--- config.mk ---
export PLATFORM = sky130hd
export DESIGN_NAME = spd_sink_driver
export DESIGN_NICKNAME = d
export VERILOG_FILES = /design/src/spd_pkg.sv /design/src/spd_fifo.sv /design/src/spd_sink_driver.sv
export VERILOG_INCLUDE_DIRS = /design/src
export SDC_FILE = /design/constraint.sdc
export NUM_CORES = 1
export LEC_CHECK = 0
export ABC_CLOCK_PERIOD_IN_PS = 2100
export BUFFER_PORTS_ARGS = -buffer_cell sky130_fd_sc_hd__buf_2
export CAP_MARGIN = 20
export CORE_MARGIN = 3
export CORE_UTILIZATION = 30
export DETAILED_ROUTE_END_ITERATION = 12
export GPL_TIMING_DRIVEN = 1
export PLACE_DENSITY = 0.54
export REMOVE_ABC_BUFFERS = 1
export SLEW_MARGIN = 30
export SYNTH_ARGS = -nofsm -noshare
export SYNTH_HDL_FRONTEND = slang
export SYNTH_SLANG_ARGS = --single-unit
export TNS_END_PERCENT = 100
--- constraint.sdc ---
create_clock -name clk_i -period 2.1 [get_ports clk_i]
set_input_delay 0.105 -clock clk_i [delete_from_list [all_inputs] [get_ports clk_i]]
set_output_delay 0.105 -clock clk_i [all_outputs]
set_load 0.02 [all_outputs]
--- src/spd_regs.svh ---
// Functional notes
// RULE1: each shift clock fall advances 32 stages
// RULE2: stage one takes serial input at fall
// RULE3: cascade output shows last stage continuously
// RULE4: buffered cascade output feeds next device input
// RULE5: strobe and enable never affect shifting
// RULE6: strobe low forces all outputs on
// RULE7: enable low, strobe high: all off
// RULE8: both high: outputs show inverted stages
// RULE9: no reset; shift in 32 bits first (the code has reset_i, which clears all stages to 0 and turns all outputs off)
`ifndef SPD_REGS_SVH
`define SPD_REGS_SVH
`define SPD_STAGES     32
`define SPD_FIFO_DEPTH 4
`define SPD_FIFO_AW    2
`endif

--- src/spd_pkg.sv ---
`default_nettype none
package spd_pkg;
    typedef logic [31:0] spd_word_t;
    typedef enum logic [1:0] {
        SPD_CLK_HIGH = 2'b01,
        SPD_CLK_LOW  = 2'b10
    } spd_clk_state_t;
endpackage
`default_nettype wire

--- src/spd_fifo.sv ---
`timescale 1ns/1ps
`default_nettype none
module spd_fifo #(
    parameter int WIDTH = 1,
    parameter int DEPTH = 4,
    parameter int AW    = 2
) (
    input  wire logic             clk_i,
    input  wire logic             reset_i,
    input  wire logic [WIDTH-1:0] in_data_i,
    input  wire logic             in_valid_i,
    output logic                  in_ready_o,
    output logic      [WIDTH-1:0] out_data_o,
    output logic                  out_valid_o,
    input  wire logic             out_ready_i
);
    typedef struct packed {
        logic [AW-1:0] wr;
        logic [AW-1:0] rd;
        logic [AW:0]   cnt;
    } spd_fifo_state_t;

    spd_fifo_state_t  st;
    spd_fifo_state_t  next_st;
    logic [WIDTH-1:0] mem [DEPTH];
    logic             push;
    logic             pop;

    assign in_ready_o  = (st.cnt != (AW+1)'(DEPTH));
    assign out_valid_o = (st.cnt != '0);
    assign out_data_o  = mem[st.rd];
    assign push        = in_valid_i && in_ready_o;
    assign pop         = out_valid_o && out_ready_i;

    always_comb begin
        next_st = st;
        if (push) begin
            next_st.wr = st.wr + 1'b1;
        end
        if (pop) begin
            next_st.rd = st.rd + 1'b1;
        end
        next_st.cnt = st.cnt + (AW+1)'(push) - (AW+1)'(pop);
    end

    always_ff @(posedge clk_i or posedge reset_i) begin
        if (reset_i) begin
            st <= '0;
        end else begin
            st <= next_st;
        end
    end

    always_ff @(posedge clk_i) begin
        if (push) begin
            mem[st.wr] <= in_data_i;
        end
    end
endmodule // spd_fifo
`default_nettype wire

--- src/spd_sink_driver.sv ---
`timescale 1ns/1ps
`default_nettype none
`include "spd_regs.svh"
module spd_sink_driver (
    input  wire logic        clk_i,
    input  wire logic        reset_i,
    input  wire logic        shift_clk_i,
    input  wire logic        serial_in_i,
    input  wire logic        output_enable_i,
    input  wire logic        all_on_strobe_n_i,
    output logic             cascade_out_o,
    output logic [31:0]      hv_sink_out_o,
    output logic [31:0]      hv_sink_out_oe_n_o
);
    typedef struct packed {
        spd_pkg::spd_clk_state_t cs;
        spd_pkg::spd_word_t      sr;
        logic                    casc;
        logic [31:0]             sink_off;
    } spd_state_t;

    spd_state_t st;
    spd_state_t next_st;
    logic       fall;
    logic       bit_val;
    logic       bit_rdy;
    logic       in_rdy;

    // falling edge of the synchronous shift clock marks a sample
    assign fall = (st.cs == spd_pkg::SPD_CLK_HIGH) && !shift_clk_i;

    // sampled bits wait here; a stage moves only when the FIFO hands one on
    spd_fifo #(
        .WIDTH (1),
        .DEPTH (`SPD_FIFO_DEPTH),
        .AW    (`SPD_FIFO_AW)
    ) u_fifo (
        .clk_i       (clk_i),
        .reset_i     (reset_i),
        .in_data_i   (serial_in_i), // RULE2
        .in_valid_i  (fall),
        .in_ready_o  (in_rdy),
        .out_data_o  (bit_val),
        .out_valid_o (bit_rdy),
        .out_ready_i (1'b1)
    );

    always_comb begin
        next_st = st;
        case (st.cs)
            spd_pkg::SPD_CLK_HIGH: begin
                if (!shift_clk_i) begin
                    next_st.cs = spd_pkg::SPD_CLK_LOW;
                end
            end
            spd_pkg::SPD_CLK_LOW: begin
                if (shift_clk_i) begin
                    next_st.cs = spd_pkg::SPD_CLK_HIGH;
                end
            end
            default: next_st.cs = spd_pkg::SPD_CLK_LOW;
        endcase
        // shifting ignores strobe and enable
        if (bit_rdy) begin // RULE5
            next_st.sr = {st.sr[`SPD_STAGES-2:0], bit_val}; // RULE1
        end
        next_st.casc = next_st.sr[`SPD_STAGES-1]; // RULE3 RULE4
        // kept as the oe_n pattern so the pins come straight from flops
        if (!all_on_strobe_n_i) begin
            next_st.sink_off = '0; // RULE6
        end else if (!output_enable_i) begin
            next_st.sink_off = '1; // RULE7
        end else begin
            next_st.sink_off = ~next_st.sr; // RULE8
        end
    end

    // contents are undefined at power-up; reset only clears to a known 0
    always_ff @(posedge clk_i or posedge reset_i) begin
        if (reset_i) begin
            st <= '{cs: spd_pkg::SPD_CLK_LOW, sr: '0, casc: 1'b0,
                    sink_off: '1}; // RULE9
        end else begin
            st <= next_st;
        end
    end

    // open drain: pin pulled low (on) when oe_n low
    assign hv_sink_out_o      = '0;
    assign hv_sink_out_oe_n_o = st.sink_off;
    assign cascade_out_o      = st.casc;

    AST_STROBE_ON: assert property ( // RULE6
        @(posedge clk_i) disable iff (reset_i)
        !all_on_strobe_n_i |=> hv_sink_out_oe_n_o == '0)
        else $error("strobe did not force all on");
    AST_ALL_OFF: assert property ( // RULE7
        @(posedge clk_i) disable iff (reset_i)
        all_on_strobe_n_i && !output_enable_i |=> hv_sink_out_oe_n_o == '1)
        else $error("outputs not off with enable low");
    AST_FOLLOW: assert property ( // RULE8
        @(posedge clk_i) disable iff (reset_i)
        all_on_strobe_n_i && output_enable_i |=> hv_sink_out_oe_n_o == ~st.sr)
        else $error("outputs do not follow stages");
    AST_CASCADE: assert property ( // RULE3
        @(posedge clk_i) disable iff (reset_i)
        cascade_out_o == st.sr[31])
        else $error("cascade not last stage");
    AST_SHIFT: assert property ( // RULE2
        @(posedge clk_i) disable iff (reset_i)
        fall && in_rdy |=> ##1 st.sr[0] == $past(serial_in_i, 2))
        else $error("sample not entered stage one");
    AST_MOVE: assert property ( // RULE1
        @(posedge clk_i) disable iff (reset_i)
        bit_rdy |=> st.sr[31:1] == $past(st.sr[30:0]))
        else $error("stages did not advance");
    AST_HOLD: assert property ( // RULE5
        @(posedge clk_i) disable iff (reset_i)
        !bit_rdy |=> st.sr == $past(st.sr))
        else $error("register changed without a clock fall");
    AST_CLKST: assert property ( // RULE1
        @(posedge clk_i) disable iff (reset_i)
        st.cs == spd_pkg::SPD_CLK_HIGH && !shift_clk_i |=> bit_rdy)
        else $error("fall not captured");
    AST_NOFULL: assert property ( // RULE1
        @(posedge clk_i) disable iff (reset_i)
        fall |-> in_rdy)
        else $error("sample buffer full at a clock fall");
    AST_ONLY_FALL: assert property ( // RULE1
        @(posedge clk_i) disable iff (reset_i)
        bit_rdy |-> $past(fall))
        else $error("stage moved without a clock fall");
    AST_CASC_NEXT: assert property ( // RULE3
        @(posedge clk_i) disable iff (reset_i)
        bit_rdy |=> cascade_out_o == $past(st.sr[30]))
        else $error("cascade did not take the stage before it");
    AST_STROBE_SHIFT: assert property ( // RULE5
        @(posedge clk_i) disable iff (reset_i)
        bit_rdy && !all_on_strobe_n_i |=> st.sr[0] == $past(bit_val))
        else $error("strobe disturbed shifting");
    AST_OFF_SHIFT: assert property ( // RULE5
        @(posedge clk_i) disable iff (reset_i)
        bit_rdy && !output_enable_i |=> st.sr[0] == $past(bit_val))
        else $error("enable disturbed shifting");
    AST_STAND: assert property ( // RULE8
        @(posedge clk_i) disable iff (reset_i)
        !$past(reset_i) && !bit_rdy &&
        $stable(all_on_strobe_n_i) && $stable(output_enable_i)
        |=> $stable(hv_sink_out_oe_n_o))
        else $error("outputs changed with nothing to change them");
    AST_ONEHOT: assert property ( // RULE1
        @(posedge clk_i) disable iff (reset_i)
        $onehot(st.cs))
        else $error("clock state not one-hot");
endmodule // spd_sink_driver
`default_nettype wire

=== Word level (Yosys, flattened, before mapping) ===
Memories as Yosys holds them, arrays and structs flattened.
Cells that the tools add are included.

* Add/subtract/negate cells: 4
* Multiplexer cells: 8
* Reduce and logical (&&, ||, !) cells: 5
* Bitwise operators: 1
* Eq/ne operators: 5

{| class="wikitable"
|+ Operator list
! kind !! number
|-
| two-way mux 32 bit || 3
|-
| inverter 32 bit || 1
|-
| adder 2 x 1 -> 2 bit, second input constant || 2
|-
| two-way mux 2 bit || 2
|-
| != test 2 bit, second input constant || 2
|-
| case mux 2 bit (2 select lines) || 1
|-
| adder 3 x 1 -> 3 bit || 1
|-
| != test 3 bit, second input constant || 1
|-
| nonzero test 3 bit || 1
|-
| subtractor 3 x 1 -> 3 bit || 1
|-
| == test 2 x 1 -> 1 bit, second input constant || 1
|-
| == test 2 bit, second input constant || 1
|-
| logical AND 1 bit || 2
|-
| two-way mux 1 bit || 2
|-
| AND reduction 2 bit || 1
|-
| logical NOT 1 bit || 1
|}

* Bits of input ports: 6
* Bits in writable memories: 4
* Memories kept: 1
* Bits in registers: 74
* Logic and storage cells: 31

{| class="wikitable"
|+ Memory list
! memory !! depth !! bits a word !! read ports !! clocked after memory_dff !! wr ports !! line !! RTL
|-
| u_fifo.mem || 4 || 1 || 1 || 0 || 1 || spd_fifo.sv:25 || <nowiki>logic [WIDTH-1:0] mem [DEPTH];</nowiki>
|}

=== Longest topological paths before layout ===
* Word-level depth: 5
* Depth in mapped cells: 10

=== Cells and area by module ===
Synthesis repeated with hierarchy kept, for this count alone.

* Cells, all modules: 258
* Area total of the unflattened synthesis: 3,752.3 µm²

{| class="wikitable"
|+ By module, submodules not included
! module !! sequential area each (µm²) !! cells an instance !! area an instance (µm²) !! instances
|-
| spd_sink_driver || 1,692.9 || 211 || 3,134.3 || 1
|-
| spd_fifo || 295.3 || 47 || 618.1 || 1
|}

=== Least setup slack after synthesis ===
OpenSTA, ideal clock, no wires.

* Kind: register to register
* Start point: reg u_fifo.st[2] in the netlist's numbering
* End point: reg u_fifo.st[2] in the netlist's numbering
* Period minus slack after synthesis: 2.213 ns
* Path slack: -0.113 ns
* Library setup time: 0.128 ns
* Data required time: 1.972 ns
* Stages on the path, launching flop included: 11
* Data arrival time: 2.086 ns
* Path through: dfrtp_1 nor3_4 inv_2 buf_6 ha_1 inv_1 ha_1 inv_1 fa_1 xnor2_1 xnor2_1

{| class="wikitable"
|+ RTL lines
! item !! line !! RTL
|-
| start, declared || spd_fifo.sv:23 || <nowiki>spd_fifo_state_t st;</nowiki>
|-
| start signal, assigned || spd_fifo.sv:50 || <nowiki>st <= next_st;</nowiki>
|}

==> reports/results.ini <==
[status]
run_status = finished, final reports clean

[pwr]
vdd_drop_max_uv = 482
p_leak_nw = 1.82
cellPowerDensity_nw_per_um2 = 1530

[cts]
clkTransAtPathRegs_ns = 0.06
cts_made_buffers = 9
htree_levels = 3
clock_latency_ns = 0.33
cts_tree = built
cts.path.max_buffers = 2
cts_root_buf = clkbuf_16
clock-sinks = 77

[sta]
fin_crit_ns = 1.99
hold_violations = 0
setup_tns_ns = 0
rsz0062_at_grt = no
clock_skew_ns = 0.00534
max_clock_freq_mhz = 503
fin_crit_sh_pct = 94.7
relSlewSlack_pct = 54.0
tightest_slew_ns = 0.690
finalMaxSlewViolations = 0
setup_viol_count_final = 0

[synth]
avgSynthCellArea_um2 = 14.3
yosys-top-cells-count = buf_4, dfrtp_1, dfstp_2
yosysUniqueCellTypes = 24
synthCells = 249
synth_top_area_share_pct = 28.2
async_reset_ff_share_pct = 94.8
synth.most_common_cell = buf_4
synthTopCellsByArea = dfrtp_1, dfstp_2, buf_4
yosys.area.top_type = dfrtp_1
ys_seq_area_share_pct = 56.0
yosysWarnings = 0
ys.flop_type = dfrtp_1
ys_ff_latch = 77
syn-cell-area_um2 = 3550
synth_edf_count = 4

[route]
drc = 0
wirelength_um = 5440
vias = 1644
avgViaCountPerCell = 3.98
ant_nets = 0
dr.first_iter.drc_count = 105
routedWlPerCell_um = 13.2
drtPass1Iterations = 2

[layout]
syn_to_final_growth_pct = 9.44
stdcell_area_um2 = 3890
antenna_cells = 0
fin_cells = 413
drive_gt1_share_pct = 50.7
fin_nets = 278

[worst_setup_path]
crit_required_ns = 2.34
cp.arrival_ns = 2.23
setup.worst_path.class = reg -> reg
worstSetupEndpointType = register
worstSetupStartpointType = register
cp_max_fo = 3

[global_routing]
grt_pass1_wl_um = 8870
grt_antenna_before_repair = 0
track_usage_pct = 8.94
grt_start_max_net_pins = 57
grt_overflow_total = 0
grt_pass1_vias = 1720

[die]
io_pins = 71
initial_core_util_pct = 30.8
rows = 39
dieArea_um2 = 13200
die_height_um = 115
die_w_um = 115
coreArea_um2 = 11500

[placed_design]
io_buffers = 38
gp_congestion = 0.687
dp_cells = 392
placed_area_um2 = 3540
dp_hpwl_um = 3280

[min_path]
min_path_type = in -> reg

[flow_run]
cap_violations = 0

==> cell families after synthesis <==
| family | after synthesis | synth area share, % |
|---|---|---|
| buf+inv | 83 | 16.2 |
| xor+xnor | 6 | 1.48 |
| compound gates | 33 | 7.96 |
| flops | 77 | 56.0 |
| simple gates | 8 | 1.55 |
| fa+ha+maj | 7 | 2.68 |
| other cells | 1 | 0.106 |
| mux | 34 | 14.1 |
==> metrics by stage <==
step / worst slack [ns] / hold WS (ns) / total power [mW] / utilization [%]
after global routing: 0.0110 / 0.0665 / 6.32 / 33.7
after CTS: 0.0627 / 0.0513 / 6.00 / 33.5
after global placement: 0.154 / 0.111 / 4.35 / 30.8
final: 0.111 / 0.0654 / 5.94 / 33.7
after detailed placement: 0.0780 / 0.119 / 4.40 / 30.8
after floorplan: -0.306 / 0.143 / 3.94 / -
==> per-layer routing <==
layer / track usage, % / vias to the layer above / part of all wire, %
met1: 11.7 / 827 / 46
met5: 0 / - / 0
met2: 13.0 / 55 / 46
met4: 3.29 / 0 / 0.88
met3: 4.26 / 6 / 6.3
li1: - / 756 / -
==> power breakdown <==
| group | switching (mW) | leakage, nW | internal [mW] | total, mW |
|---|---|---|---|---|
| combinational | 0.915 | 0.826 | 1.02 | 1.93 |
| sequential | 0.308 | 0.855 | 2.16 | 2.47 |
| clock | 0.608 | 0.136 | 0.928 | 1.54 |
==> worst max-delay path: stages (launching register included) <==
cell,delay (ns)
dfrtp_2,0.43
nor3_4,0.20
inv_2,0.05
ha_1,0.27
inv_1,0.06
ha_1,0.13
inv_1,0.04
fa_1,0.37
xnor2_1,0.19
xnor2_1,0.15
==> sequential cells by signal, summed over array words and instances, names as in the netlist <==
name	count
cascade_out_o	1
hv_sink_out_oe_n_o	32
st	33
u_fifo.mem	4
u_fifo.st	7
==> layout make-up <==
cell class / count / area, µm²
clock buffers: 10 / 229
repair buffers: 47 / 275
inverters: 10 / 37.5
fillers: 1141 / 7630
multi-input cells: 120 / 1100
flip-flops and latches: 77 / 1990
clock inverters: 6 / 70.1
well taps: 143 / 179
==> final timing paths <==
kind	from	endpoint	slack (ns)	cells after the start
worst max-delay path	u_fifo.st[2]	u_fifo.st[2]	0.11	9
min in group asynchronous	reset_i	st[43]	0.31	3
worst min-delay path	shift_clk_i	st[65]	0.07	2
worst max register to register	u_fifo.st[2]	u_fifo.st[2]	0.11	9
max in group asynchronous	reset_i	hv_sink_out_oe_n_o[27]	1.11	4
worst min register to register	u_fifo.st[4]	u_fifo.st[4]	0.49	1
==> timing repair <==
item,4_1_cts,5_1_grt
gates resized for setup,0,2
hold buffers,2,0
endpoints found under the hold margin,12,0
setup endpoints to repair,0,1
buffers inserted,0,3
==> cells in the final DEF, fill, tap and decap left out, drive strengths merged <==
cell / instances
and2: 5
fa: 1
buf: 45
nor3: 1
a21boi: 32
dfrtp: 40
dfstp: 33
bufinv: 1
edfxtp: 4
xor2: 1
inv: 12
mux4: 1
conb: 32
ha: 6
nor2: 1
mux2: 33
nand2: 1
xnor2: 5
dlygate4sd3: 2
a2111oi: 1
clkbuf: 10
clkinvlp: 3
Power figures use the tool's default switching activity.
